File: src/inc/ges_pkg.sv
package ges_pkg;

    // ------------------------------------------------------------
    // Bus geometry
    // ------------------------------------------------------------
    localparam int ADDR_W = 8;           // Byte address width
    localparam int DATA_W = 32;          // Bus data width

    // ------------------------------------------------------------
    // Register offsets (byte addresses)
    // ------------------------------------------------------------
    localparam logic [7:0] OFS_CTRL     = 8'h00; // Enable control
    localparam logic [7:0] OFS_STATUS   = 8'h04; // State and flags
    localparam logic [7:0] OFS_IRQ_STAT = 8'h08; // Sticky events, W1C
    localparam logic [7:0] OFS_IRQ_MASK = 8'h0c; // Event mask

    // ------------------------------------------------------------
    // Field positions and reset values
    // ------------------------------------------------------------
    localparam int CTRL_W        = 2;    // Control field width
    localparam int CTRL_STAB_EN  = 0;    // Stabiliser enable bit
    localparam int CTRL_AUTO_EN  = 1;    // Autopilot enable bit
    localparam logic [1:0] CTRL_RST = 2'h3; // Both enables set
    localparam int STAT_STATE_LSB = 0;   // Engage state field
    localparam int STAT_FLAG_LSB  = 4;   // Display/stab/auto flags
    localparam int IRQ_W         = 3;    // Event count
    localparam int IRQ_CHANGE    = 0;    // Engage state changed
    localparam int IRQ_AUTO_OFF  = 1;    // Autopilot dropped out
    localparam int IRQ_DISP_LOST = 2;    // Display flag lost
    localparam logic [2:0] IRQ_MASK_RST = 3'h0; // All masked

    // ------------------------------------------------------------
    // Engage states
    // ------------------------------------------------------------
    typedef enum logic [2:0] {
        GES_ALL_OFF,
        GES_DISP,
        GES_STAB,
        GES_DISP_STAB,
        GES_ALL_ON,
        GES_WHEEL
    } ges_state_t;

endpackage

File: src/rtl/ges_top.sv
`timescale 1ns/100ps
// Notes on behaviour
// six engage states, off through wheel steering
// display flag false forces all-off state
// stab flag: no dump, gyro valid, check good
// auto flag: stab, no go-around, trim, monitor
// display flag: gyro valid and check good
// functions on only while flags true
// acceleration dump disengages automatic pilot
// start all-off, stab and auto enables set
// momentary switch needs release before new press; code gives one press for a switch held through reset
// register switches, act on edges, flags each cycle
module ges_top
(
    input  wire logic                       clk_sys_in,   // System clock, 20 MHz
    input  wire logic                       rstn_in,      // Async reset, low
    // Wishbone slave
    input  wire logic                       wb_cyc_in,    // Bus cycle
    input  wire logic                       wb_stb_in,    // Strobe
    input  wire logic                       wb_we_in,     // Write enable
    input  wire logic [ges_pkg::ADDR_W-1:0] wb_adr_in,    // Byte address
    input  wire logic [3:0]                 wb_sel_in,    // Byte lanes
    input  wire logic [ges_pkg::DATA_W-1:0] wb_dat_in,    // Write data
    output logic      [ges_pkg::DATA_W-1:0] wb_dat_out,   // Read data
    output logic                            wb_ack_out,   // Acknowledge
    // Cockpit switches, momentary
    input  wire logic                       disp_btn_in,  // Display button
    input  wire logic                       stab_btn_in,  // Stabiliser button
    input  wire logic                       auto_btn_in,  // Autopilot button
    // Held switches and monitors
    input  wire logic                       wheel_sw_in,  // Wheel steering switch
    input  wire logic                       dump_sw_in,   // Pilot dump switch
    input  wire logic                       gyro_ok_in,   // Attitude gyro valid
    input  wire logic                       check_ok_in,  // Self-check good
    input  wire logic                       goaround_in,  // Go-around switch
    input  wire logic                       trim_man_in,  // Manual trim active
    input  wire logic                       trim_ok_in,   // Trim monitor good
    input  wire logic                       g_dump_in,    // Acceleration dump
    // Engage outputs
    output logic                            disp_on_out,  // Display engaged
    output logic                            stab_on_out,  // Stabiliser engaged
    output logic                            auto_on_out,  // Autopilot engaged
    output logic                            wheel_on_out, // Wheel steering active
    output logic                            irq_out       // Interrupt, high level
);

    import ges_pkg::*;

    // ------------------------------------------------------------
    // Input index map
    // ------------------------------------------------------------
    localparam int N_IN     = 11;        // Synchronised pins
    localparam int I_DISP   = 0;         // Display button
    localparam int I_STAB   = 1;         // Stabiliser button
    localparam int I_AUTO   = 2;         // Autopilot button
    localparam int I_WHEEL  = 3;         // Wheel switch
    localparam int I_DUMP   = 4;         // Pilot dump
    localparam int I_GYRO   = 5;         // Gyro valid
    localparam int I_CHECK  = 6;         // Self-check
    localparam int I_GOAR   = 7;         // Go-around
    localparam int I_TRIM   = 8;         // Manual trim
    localparam int I_TRIMOK = 9;         // Trim monitor
    localparam int I_GDUMP  = 10;        // Acceleration dump

    // ------------------------------------------------------------
    // Declarations
    // ------------------------------------------------------------
    logic [N_IN-1:0]   pin_raw;          // Raw pin vector
    logic [N_IN-1:0]   pin_s;            // Synchronised pins
    logic [2:0]        press;            // New-press pulses
    logic              disp_flag;        // Display permission
    logic              stab_flag;        // Stabiliser permission
    logic              auto_flag;        // Autopilot permission
    logic              stab_ok;          // Permission and enable
    logic              auto_ok;          // Permission, enable, no dump
    ges_state_t        state_r;          // Engage state
    ges_state_t        state_nxt;        // Next engage state
    logic [CTRL_W-1:0] ctrl_r;           // Enable control
    logic [CTRL_W-1:0] ctrl_nxt;         // Next control
    logic [IRQ_W-1:0]  irq_stat_r;       // Sticky events
    logic [IRQ_W-1:0]  irq_stat_nxt;     // Next sticky events
    logic [IRQ_W-1:0]  irq_mask_r;       // Event mask
    logic [IRQ_W-1:0]  irq_mask_nxt;     // Next event mask
    logic [IRQ_W-1:0]  event_v;          // Events this cycle
    logic              bus_req;          // New bus request
    logic              bus_wr;           // Write taken this edge
    logic [DATA_W-1:0] rd_data;          // Read multiplexer
    logic              auto_now;         // Autopilot in current state
    logic              auto_next;        // Autopilot in next state

    // ------------------------------------------------------------
    // Pin synchronisation
    // ------------------------------------------------------------
    // Pins gathered into one vector
    assign pin_raw = {g_dump_in, trim_ok_in, trim_man_in, goaround_in,
                      check_ok_in, gyro_ok_in, dump_sw_in, wheel_sw_in,
                      auto_btn_in, stab_btn_in, disp_btn_in};

    // switches registered on clock
    ges_sync #(
        .W          (N_IN)
    ) u_sync (
        .clk_sys_in (clk_sys_in),
        .rstn_in    (rstn_in),
        .raw_in     (pin_raw),
        .sync_out   (pin_s)
    );

    // release seen before press
    ges_press #(
        .W          (3)
    ) u_press (
        .clk_sys_in (clk_sys_in),
        .rstn_in    (rstn_in),
        .level_in   (pin_s[I_AUTO:I_DISP]),
        .press_out  (press)
    );

    // ------------------------------------------------------------
    // Permission flags, evaluated every cycle
    // ------------------------------------------------------------
    // display needs gyro and check
    assign disp_flag = pin_s[I_GYRO] & pin_s[I_CHECK];

    // stabiliser needs no dump too
    assign stab_flag = ~pin_s[I_DUMP] & pin_s[I_GYRO] & pin_s[I_CHECK];

    // autopilot adds trim conditions
    assign auto_flag = stab_flag & ~pin_s[I_GOAR]
                     & (~pin_s[I_TRIM] | pin_s[I_WHEEL])
                     & pin_s[I_TRIMOK];

    // software enables gate the flags
    assign stab_ok = stab_flag & ctrl_r[CTRL_STAB_EN];

    // acceleration dump blocks autopilot
    assign auto_ok = auto_flag & ctrl_r[CTRL_AUTO_EN] & ~pin_s[I_GDUMP];

    // ------------------------------------------------------------
    // Engage state machine, next state
    // ------------------------------------------------------------
    // Flag losses first, then presses in display/stab/auto order
    always_comb begin
        state_nxt = state_r;
        // display flag false means off
        if (!disp_flag) begin
            state_nxt = GES_ALL_OFF;
        // stabiliser lost drops it and autopilot
        end else if (!stab_ok) begin
            unique case (state_r)
                GES_ALL_OFF:   state_nxt = press[I_DISP] ? GES_DISP : GES_ALL_OFF;
                GES_DISP:      state_nxt = press[I_DISP] ? GES_ALL_OFF : GES_DISP;
                GES_STAB:      state_nxt = GES_ALL_OFF;
                GES_DISP_STAB: state_nxt = GES_DISP;
                GES_ALL_ON:    state_nxt = GES_DISP;
                GES_WHEEL:     state_nxt = GES_DISP;
            endcase
        // autopilot lost keeps display and stab
        end else if (!auto_ok && (state_r == GES_ALL_ON || state_r == GES_WHEEL)) begin
            state_nxt = GES_DISP_STAB;
        end else begin
            // transitions among six states
            unique case (state_r)
                GES_ALL_OFF: begin
                    if (press[I_DISP]) begin
                        state_nxt = GES_DISP;
                    end else if (press[I_STAB]) begin
                        state_nxt = GES_STAB;
                    end else if (press[I_AUTO] && auto_ok) begin
                        state_nxt = GES_ALL_ON;
                    end
                end
                GES_DISP: begin
                    if (press[I_DISP]) begin
                        state_nxt = GES_ALL_OFF;
                    end else if (press[I_STAB]) begin
                        state_nxt = GES_DISP_STAB;
                    end else if (press[I_AUTO] && auto_ok) begin
                        state_nxt = GES_ALL_ON;
                    end
                end
                GES_STAB: begin
                    if (press[I_DISP]) begin
                        state_nxt = GES_DISP_STAB;
                    end else if (press[I_STAB]) begin
                        state_nxt = GES_ALL_OFF;
                    end else if (press[I_AUTO] && auto_ok) begin
                        state_nxt = GES_ALL_ON;
                    end
                end
                GES_DISP_STAB: begin
                    if (press[I_DISP]) begin
                        state_nxt = GES_STAB;
                    end else if (press[I_STAB]) begin
                        state_nxt = GES_DISP;
                    end else if (press[I_AUTO] && auto_ok) begin
                        state_nxt = GES_ALL_ON;
                    end
                end
                GES_ALL_ON: begin
                    // Display stays while autopilot flies
                    if (press[I_STAB]) begin
                        state_nxt = GES_DISP;
                    end else if (press[I_AUTO]) begin
                        state_nxt = GES_DISP_STAB;
                    end else if (pin_s[I_WHEEL]) begin
                        state_nxt = GES_WHEEL;
                    end
                end
                GES_WHEEL: begin
                    // Wheel released returns to full engage
                    if (press[I_STAB]) begin
                        state_nxt = GES_DISP;
                    end else if (press[I_AUTO]) begin
                        state_nxt = GES_DISP_STAB;
                    end else if (!pin_s[I_WHEEL]) begin
                        state_nxt = GES_ALL_ON;
                    end
                end
            endcase
        end
    end

    // ------------------------------------------------------------
    // Engage state register
    // ------------------------------------------------------------
    // start in the all-off state
    always_ff @(posedge clk_sys_in or negedge rstn_in) begin
        if (!rstn_in) begin
            state_r <= GES_ALL_OFF;
        end else begin
            state_r <= state_nxt;
        end
    end

    // ------------------------------------------------------------
    // Engage outputs, decoded from next state
    // ------------------------------------------------------------
    // outputs follow the gated state
    always_ff @(posedge clk_sys_in or negedge rstn_in) begin
        if (!rstn_in) begin
            disp_on_out  <= 1'b0;
            stab_on_out  <= 1'b0;
            auto_on_out  <= 1'b0;
            wheel_on_out <= 1'b0;
        end else begin
            disp_on_out  <= (state_nxt == GES_DISP) || (state_nxt == GES_DISP_STAB)
                         || auto_next;
            stab_on_out  <= (state_nxt == GES_STAB) || (state_nxt == GES_DISP_STAB)
                         || auto_next;
            auto_on_out  <= auto_next;
            wheel_on_out <= (state_nxt == GES_WHEEL);
        end
    end

    // Autopilot engaged in a state
    assign auto_now  = (state_r == GES_ALL_ON) || (state_r == GES_WHEEL);
    assign auto_next = (state_nxt == GES_ALL_ON) || (state_nxt == GES_WHEEL);

    // ------------------------------------------------------------
    // Bus handshake
    // ------------------------------------------------------------
    // One request per cycle, acked one edge later
    assign bus_req = wb_cyc_in & wb_stb_in & ~wb_ack_out;
    assign bus_wr  = bus_req & wb_we_in & wb_sel_in[0];

    // Ack for one cycle, read data with it
    always_ff @(posedge clk_sys_in or negedge rstn_in) begin
        if (!rstn_in) begin
            wb_ack_out <= 1'b0;
            wb_dat_out <= 32'h0000_0000;
        end else begin
            wb_ack_out <= bus_req;
            // Data only while acked, zero otherwise
            if (bus_req && !wb_we_in) begin
                wb_dat_out <= rd_data;
            end else begin
                wb_dat_out <= 32'h0000_0000;
            end
        end
    end

    // Read multiplexer, unmapped reads zero
    always_comb begin
        rd_data = 32'h0000_0000;
        unique case (wb_adr_in)
            OFS_CTRL: begin
                rd_data[CTRL_W-1:0] = ctrl_r;
            end
            OFS_STATUS: begin
                rd_data[STAT_STATE_LSB +: 3] = state_r;
                rd_data[STAT_FLAG_LSB +: 3]  = {auto_flag, stab_flag, disp_flag};
            end
            OFS_IRQ_STAT: begin
                rd_data[IRQ_W-1:0] = irq_stat_r;
            end
            OFS_IRQ_MASK: begin
                rd_data[IRQ_W-1:0] = irq_mask_r;
            end
            default: rd_data = 32'h0000_0000;
        endcase
    end

    // ------------------------------------------------------------
    // Control register
    // ------------------------------------------------------------
    // Next control on a byte-0 write
    always_comb begin
        ctrl_nxt = ctrl_r;
        if (bus_wr && wb_adr_in == OFS_CTRL) begin
            ctrl_nxt = wb_dat_in[CTRL_W-1:0];
        end
    end

    // enables set at start-up
    always_ff @(posedge clk_sys_in or negedge rstn_in) begin
        if (!rstn_in) begin
            ctrl_r <= CTRL_RST;
        end else begin
            ctrl_r <= ctrl_nxt;
        end
    end

    // ------------------------------------------------------------
    // Interrupt events, status and mask
    // ------------------------------------------------------------
    // Events taken from the engage machine
    assign event_v[IRQ_CHANGE]    = (state_nxt != state_r);
    assign event_v[IRQ_AUTO_OFF]  = auto_now & ~auto_next;
    assign event_v[IRQ_DISP_LOST] = ~disp_flag & (state_r != GES_ALL_OFF);

    // Write-one-to-clear, a new event wins
    always_comb begin
        irq_stat_nxt = irq_stat_r;
        irq_mask_nxt = irq_mask_r;
        if (bus_wr && wb_adr_in == OFS_IRQ_STAT) begin
            irq_stat_nxt = irq_stat_r & ~wb_dat_in[IRQ_W-1:0];
        end
        if (bus_wr && wb_adr_in == OFS_IRQ_MASK) begin
            irq_mask_nxt = wb_dat_in[IRQ_W-1:0];
        end
        irq_stat_nxt = irq_stat_nxt | event_v;
    end

    // Status and mask registers
    always_ff @(posedge clk_sys_in or negedge rstn_in) begin
        if (!rstn_in) begin
            irq_stat_r <= '0;
            irq_mask_r <= IRQ_MASK_RST;
        end else begin
            irq_stat_r <= irq_stat_nxt;
            irq_mask_r <= irq_mask_nxt;
        end
    end

    // Level interrupt from unmasked sticky bits
    always_ff @(posedge clk_sys_in or negedge rstn_in) begin
        if (!rstn_in) begin
            irq_out <= 1'b0;
        end else begin
            irq_out <= |(irq_stat_nxt & irq_mask_nxt);
        end
    end

endmodule

File: src/rtl/ges_sync.sv
`timescale 1ns/100ps
module ges_sync #(
    parameter int W = 1                  // Number of bits
) (
    input  wire logic         clk_sys_in, // System clock
    input  wire logic         rstn_in,    // Async reset, low
    input  wire logic [W-1:0] raw_in,     // Asynchronous levels
    output logic      [W-1:0] sync_out    // Synchronised levels
);

    // ------------------------------------------------------------
    // Two-flop synchroniser per bit
    // ------------------------------------------------------------
    logic [W-1:0] meta_r;                 // First stage, read only below

    for (genvar i = 0; i < W; i++) begin : g_bit
        // Stage chain for one bit
        always_ff @(posedge clk_sys_in or negedge rstn_in) begin
            if (!rstn_in) begin
                meta_r[i]   <= 1'b0;
                sync_out[i] <= 1'b0;
            end else begin
                meta_r[i]   <= raw_in[i];
                sync_out[i] <= meta_r[i];
            end
        end
    end

endmodule

File: src/rtl/ges_press.sv
`timescale 1ns/100ps
module ges_press #(
    parameter int W = 1                   // Number of switches
) (
    input  wire logic         clk_sys_in, // System clock
    input  wire logic         rstn_in,    // Async reset, low
    input  wire logic [W-1:0] level_in,   // Synchronised switch levels
    output logic      [W-1:0] press_out   // One-cycle new-press pulse
);

    // ------------------------------------------------------------
    // Released-to-pressed detection
    // ------------------------------------------------------------
    logic [W-1:0] prev_r;                 // Level one cycle ago

    for (genvar i = 0; i < W; i++) begin : g_sw
        // Reset loads pressed, but the synchroniser resets low, so a switch held at reset still presses
        always_ff @(posedge clk_sys_in or negedge rstn_in) begin
            if (!rstn_in) begin
                prev_r[i] <= 1'b1;
            end else begin
                prev_r[i] <= level_in[i];
            end
        end
        // A press only after an observed released period
        assign press_out[i] = level_in[i] & ~prev_r[i];
    end

endmodule

File: config.mk
export PLATFORM = sky130hd
export DESIGN_NAME = ges_top
export DESIGN_NICKNAME = d
export VERILOG_FILES = /design/src/inc/ges_pkg.sv /design/src/rtl/ges_top.sv /design/src/rtl/ges_sync.sv /design/src/rtl/ges_press.sv
export SDC_FILE = /design/constraint.sdc
export NUM_CORES = 1
export LEC_CHECK = 0
export BUFFER_PORTS_ARGS = -buffer_cell sky130_fd_sc_hd__buf_2
export CAP_MARGIN = 10
export CORE_MARGIN = 2
export CORE_UTILIZATION = 42
export CTS_CLUSTER_DIAMETER = 200
export CTS_CLUSTER_SIZE = 10
export DETAILED_ROUTE_END_ITERATION = 10
export PLACE_DENSITY = 0.77
export SYNTH_ARGS = -nofsm -noshare
export SYNTH_HDL_FRONTEND = slang
export SYNTH_HIERARCHICAL = 1
export SYNTH_SLANG_ARGS = --single-unit
export TNS_END_PERCENT = 1
File: constraint.sdc
create_clock -name clk_sys_in -period 2.2 [get_ports clk_sys_in]
set_input_delay 0 -clock clk_sys_in [delete_from_list [all_inputs] [get_ports clk_sys_in]]
set_output_delay 0 -clock clk_sys_in [all_outputs]
set_load 0.05 [all_outputs]
# After elaboration in Yosys (flattened, before gate mapping)
# Index checks and enable logic that the tools add are counted.
# word_totals
reg_bits	74
inputBits	60
wordCells	130
# op_classes
n_eq_ne	14
muxes	28
n_bitwise	33
n_reduce_logical	19
# op_table
op	n
$mux W3	21
$and A1 B1 Y1	18
$pmux W3 S6	1
$eq A8 B4 Y1 const B	2
$eq A3 B2 Y1 const B	4
$eq A3 B3 Y1 const B	4
$pmux W3 S4	1
$not A1 Y1	10
$eq A8 B3 Y1 const B	1
$logic_not A8 Y1	1
$pmux W2 S4	1
$mux W7	1
$and A3 B3 Y3	2
$eq A3 B1 Y1 const B	2
$logic_and A1 B1 Y1	6
$logic_or A1 B1 Y1	6
$reduce_or A3 Y1	2
$logic_not A3 Y1	1
$ne A3 B3 Y1	1
$not A3 Y3	1
$or A3 B3 Y3	1
$pmux W1 S3	1
$reduce_bool A3 Y1	1
$logic_not A1 Y1	2
other kinds (2)	3

# Longest topological paths before layout
# depth
ltp_word	23
depth_mapped	9
mapped_depth_nobuf	8

# Modules after synthesis
# The synthesis kept the hierarchy.
# by_module_without_submodules
mod	n_inst	cells_per_inst	area_per_inst_um2	seq_area_each_um2
ges_top	1	158	1501.4	578.1
ges_sync	1	22	550.5	550.5
ges_press	1	6	120.1	78.8

# Least setup slack after synthesis
# Ideal clock, no wire load.
# synth_path
path_type	register -> register
start	register wb_ack_out
end	register irq_out
setup_time_ns	0.139
arrival_ns	2.097
required_ns	2.061
slack_ns	-0.036
path_stages_with_launch	7
n_path_buf	0
synth_period_minus_slack_ns	2.236
cell_sequence	dfrtp_1 -> nand3b_1 -> nor4_4 -> and3_1 -> mux2_2 -> a22oi_1 -> o2111ai_1
# synth_via
word_cells_on_any_way	11
classes_between	mux (2); bitwise (6); reduce/logical (3)
# synth_rtl
item	line_no	source
from (decl)	ges_top.sv:25	output logic wb_ack_out,
from (signal assigned)	ges_top.sv:273	wb_ack_out <= bus_req;
$not A1 Y1	ges_top.sv:264	assign bus_req = wb_cyc_in & wb_stb_in & ~wb_ack_out;
$and A1 B1 Y1	ges_top.sv:264	
$and A1 B1 Y1 (2 in series)	ges_top.sv:265	assign bus_wr = bus_req & wb_we_in & wb_sel_in[0];
$logic_and A1 B1 Y1	ges_top.sv:339	if (bus_wr && wb_adr_in == OFS_IRQ_MASK) begin
$mux W3	ges_top.sv:339	
named net irq_mask_nxt[0]	ges_top.sv:83	logic [IRQ_W-1:0] irq_mask_nxt;
$and A3 B3 Y3	ges_top.sv:361	irq_out <= |(irq_stat_nxt & irq_mask_nxt);
$reduce_or A3 Y1	ges_top.sv:361	
to (signal assigned)	ges_top.sv:361	
to (decl)	ges_top.sv:44	output logic irq_out
# The timed path passes the listed nets, and every way through them passes these cells.
# A chain may end at the register's enable or synchronous reset.

# Worst setup path in the final report
# layout_path
start	register u_press.prev_r[2]
end	register irq_out
# layout_via
elab_chain_cells	17
word_cells_on_any_way	29
classes_between	eq/ne (3); mux (17); bitwise (6); reduce/logical (3)
# layout_lines
item	line_no	source
from (decl)	ges_press.sv:14	logic [W-1:0] prev_r;
from (signal, indexed assignment)	ges_press.sv:22	prev_r[i] <= level_in[i];
$not A1 Y1 *	ges_press.sv:26	assign press_out[i] = level_in[i] & ~prev_r[i];
$and A1 B1 Y1 *	ges_press.sv:26	
named net press[2]	ges_top.sv:70	logic [2:0] press;
$logic_and A1 B1 Y1	-	
$mux W3	-	
$mux W3, on equally long branches (2 in series)	-	
$pmux W3 S6 *	ges_top.sv:163	unique case (state_r)
$mux W3 *	ges_top.sv:159	end else if (!auto_ok && (state_r == GES_ALL_ON || state_r == GES_WHEEL)) begin
$mux W3 *	ges_top.sv:149	end else if (!stab_ok) begin
$mux W3 *	ges_top.sv:146	if (!disp_flag) begin
$eq A3 B3 Y1	ges_top.sv:258	assign auto_next = (state_nxt == GES_ALL_ON) || (state_nxt == GES_WHEEL);
$logic_or A1 B1 Y1	ges_top.sv:258	
$not A1 Y1	ges_top.sv:329	assign event_v[IRQ_AUTO_OFF] = auto_now & ~auto_next;
$and A1 B1 Y1	ges_top.sv:329	
$or A3 B3 Y3 *	ges_top.sv:342	irq_stat_nxt = irq_stat_nxt | event_v;
$and A3 B3 Y3 *	ges_top.sv:361	
$reduce_or A3 Y1 *	ges_top.sv:361	
# Mark *: on every way through the listed nets, which the timed path passes. The rest lies on a longest branch.

==> summary.md <==
| Metric | Value |
|---|---|
| DR vias | 1540 |
| Clk Tree Root Cell | clkbuf_8 |
| N_diodes | 0 |
| GPL Wtd Cong | 0.8140 |
| Clock Skews | 0.008178 ns |
| Die width | 75.92 µm |
| Share of cells above drive strength 1 | 33.98% |
| I/O pin count | 98 |
| Most frequent cells in the layout | dfrtp_1 (42), buf_2 (39), conb_1 (26), dlygate4sd3_1 (16) |
| Critical path class | register to register |
| Cell taking the most area after synthesis | dfrtp_1 |
| Htree depth | 2 |
| Flop-to-flop setup slack | 0.07 ns |
| Max Cap Viol | 0 |
| Clock Sinks | 48 |
| Clk pin slew, worst setup/hold paths | 0.09 ns |
| Vias per Instance | 4.681 |
| Final setup viols | 0 |
| Top cells by area, synth | dfrtp_1 (50%), buf_4 (9.0%), dfstp_2 (6.0%) |
| Total Nets Final | 318 |
| CTS max path bufs | 2 |
| Post-CTS setup buffer count | 0 |
| Crit path required time | 2.42 ns |
| Peak VDD IR | 423.0 µV |
| Worst Setup EP | irq_out |
| Critical R2R Launch | u_press/prev_r[2] |
| Hold depth | 3 |
| Crit-path max FO | 6 |
| Post-Synthesis Cells | 186 |
| Crit. Startpoint | u_press/prev_r[2] |
| Top FF cell, synth | dfrtp_1 |
| Total global routing overflow | 0 |
| Global-route usage over all layers | 14.42% |
| Final min period | 2.134 ns |
| Routed WL | 4019 µm |
| Final ANT Viol Nets | 0 |
| Max Clock Freq | 468.7 MHz |
| R2R depth | 8 |
| Place WS | 0.05412 ns |
| Critical Path End Type | register |
| Synthesized area | 2172 µm² |
| Die Y | 75.92 µm |
| FFs w/ async S/R, synth | 100.0% |
| DP Cell Count | 305 |
| Final hold vios | 0 |
| # DRC | 0 |
| Initial Util | 43.08% |
| Finished Layout Cells | 329 |
| Initial antenna violation count | 0 |
| Unique masters post-synth | 44 |
| Final setup margin | 0.06622 ns |
| Core ar. | 5042 µm² |
| Final Util | 54.22% |
| # port buffers | 39 |
| First-pass DRT Iterations | 4 |
| Power Dens Cells | 619.0 nW/µm² |
| Commonest non-fill, non-tap cell in the layout | dfrtp_1 |
| Number of global-route vias before repair | 1453 |
| Avg Cell Area, Syn | 11.68 µm² |
| Largest net degree at the start of global routing | 27 |
| TritonCTS Buffers | 5 |
| Post-synth EDFFs | 0 |
| Post-synthesis sequential area ratio | 55.59% |
| Status | finished, final reports clean |
| HPWL after DPL | 2824 µm |
| Synth warn | 6 |
| Overall power | 1692 µW |
| Leak pwr | 0.001341 µW |
| Final count of pins violating max slew | 0 |
| Clk_lat worst skew | 0.30 ns |
| First-pass GRT wire length | 6651 µm |
| Initial DRC count | 109 |
| Startpoint types | register |
| Crit Reg-Reg Endpoint | irq_out |
| Synth top area share | 49.54% |
| #FFs+latches synth | 48 |
| Die area | 5763 µm² |
| Tcrit/Tclk final | 96.99% |
| Fill cells | 425 |
| Hold Path Class | primary input to register |
| Synth-to-Final Area Change | 25.86% |
| CTS tree | yes |
| Row count | 26 |
| Crit path DAT | 2.35 ns |
| Routed len/inst | 12.22 µm |
[Yosys cell counts, types with 2 or more instances]
master,count
nor3_1,6
dfstp_2,5
a22oi_1,2
mux4_2,2
nor4_1,2
nor2b_4,3
a211oi_1,3
buf_4,26
and3_1,2
nand2_1,14
xor2_1,2
nand4b_1,2
nand2b_1,4
nor2b_1,3
o21bai_1,2
or4_4,2
nand3b_1,2
a21oi_1,2
mux2_2,5
and2b_2,2
dfrtp_1,43
nand3_1,6
o21ai_0,3
a2111oi_0,2
nor2_1,10
or3_1,3
buf_2,3
inv_1,9
[final cells by class]
type                            instances  area, µm²  area share (%)
Clock buffer                            6      82.58           3.021
Clock inverter                          2      15.01          0.5492
Inverter                                9      33.78           1.236
Multi-Input combinational cell        125      845.8           30.94
Sequential cell                        48       1209           44.21
Tap cell                               70      87.58           3.204
Timing Repair Buffer                   69      460.4           16.84
[through the flow]
stage / hold slack (ns) / TNS [ns] / area (µm²)
after floorplan: -0.2956 / 0 / 2267
after global placement: -0.006774 / 0 / 2445
after detailed placement: -0.001288 / 0 / 2445
after CTS: 0.04914 / 0 / 2703
after global routing: 0.08797 / -0.1023 / 2734
final: 0.05673 / 0 / 2734
[layer usage]
metal / share of wire [%] / up-vias / track usage (%)
met1: 41 / 734 / 18.43
met4: 1.1 / 0 / 4.364
met3: 6.2 / 5 / 4.048
met5: 0 / - / 0
li1: - / 737 / -
met2: 51 / 64 / 24.02
[power breakdown]
part	internal (µW)	total, µW	switching, µW
logic	65.7	232	166
clock network	254	534	280
registers	913	927	14.1
[registers in the layout (all words and copies together), names as in the netlist, 2 cells and up]
signal           cells
u_sync/sync_out     11
u_sync/meta_r       11
state_r              3
ctrl_r               2
irq_stat_r           3
wb_dat_out           6
u_press/prev_r       3
irq_mask_r           3
[worst min path at each step]
| stage | start | endpoint |
|---|---|---|
| 2_1_floorplan | rstn_in | auto_on_out |
| 3_3_place_gp | rstn_in | u_sync/sync_out[8] |
| 3_5_place_dp | rstn_in | u_sync/sync_out[3] |
| 4_1_cts | wb_cyc_in | wb_ack_out |
| 5_1_grt | wb_stb_in | wb_ack_out |
| 6_report | wb_cyc_in | wb_ack_out |
[cells by family after synthesis]
kind of cell | Yosys count | share of synthesized area (%)
simple gates | 67 | 19.18
flops | 48 | 55.59
buf+inv | 38 | 11.23
compound gates | 22 | 7.892
mux | 8 | 5.126
xor+xnor | 2 | 0.8066
other cells | 1 | 0.1726
[repair_timing]
action	in CTS	in global routing
hold buffers	16	0
gates resized for setup	0	5
setup endpoints to repair	0	3
endpoints found under the hold margin	36	0
[critical path, cell delays in order (launching register included)]
cell	delay, ns
dfstp_2	0.55
nor2b_4	0.05
nor2_1	0.14
nor3_1	0.10
a2111oi_4	0.35
a2111oi_2	0.08
or3_1	0.42
xor2_2	0.18
o2111ai_1	0.18
No activity file was read; power rests on OpenSTA's default activity.
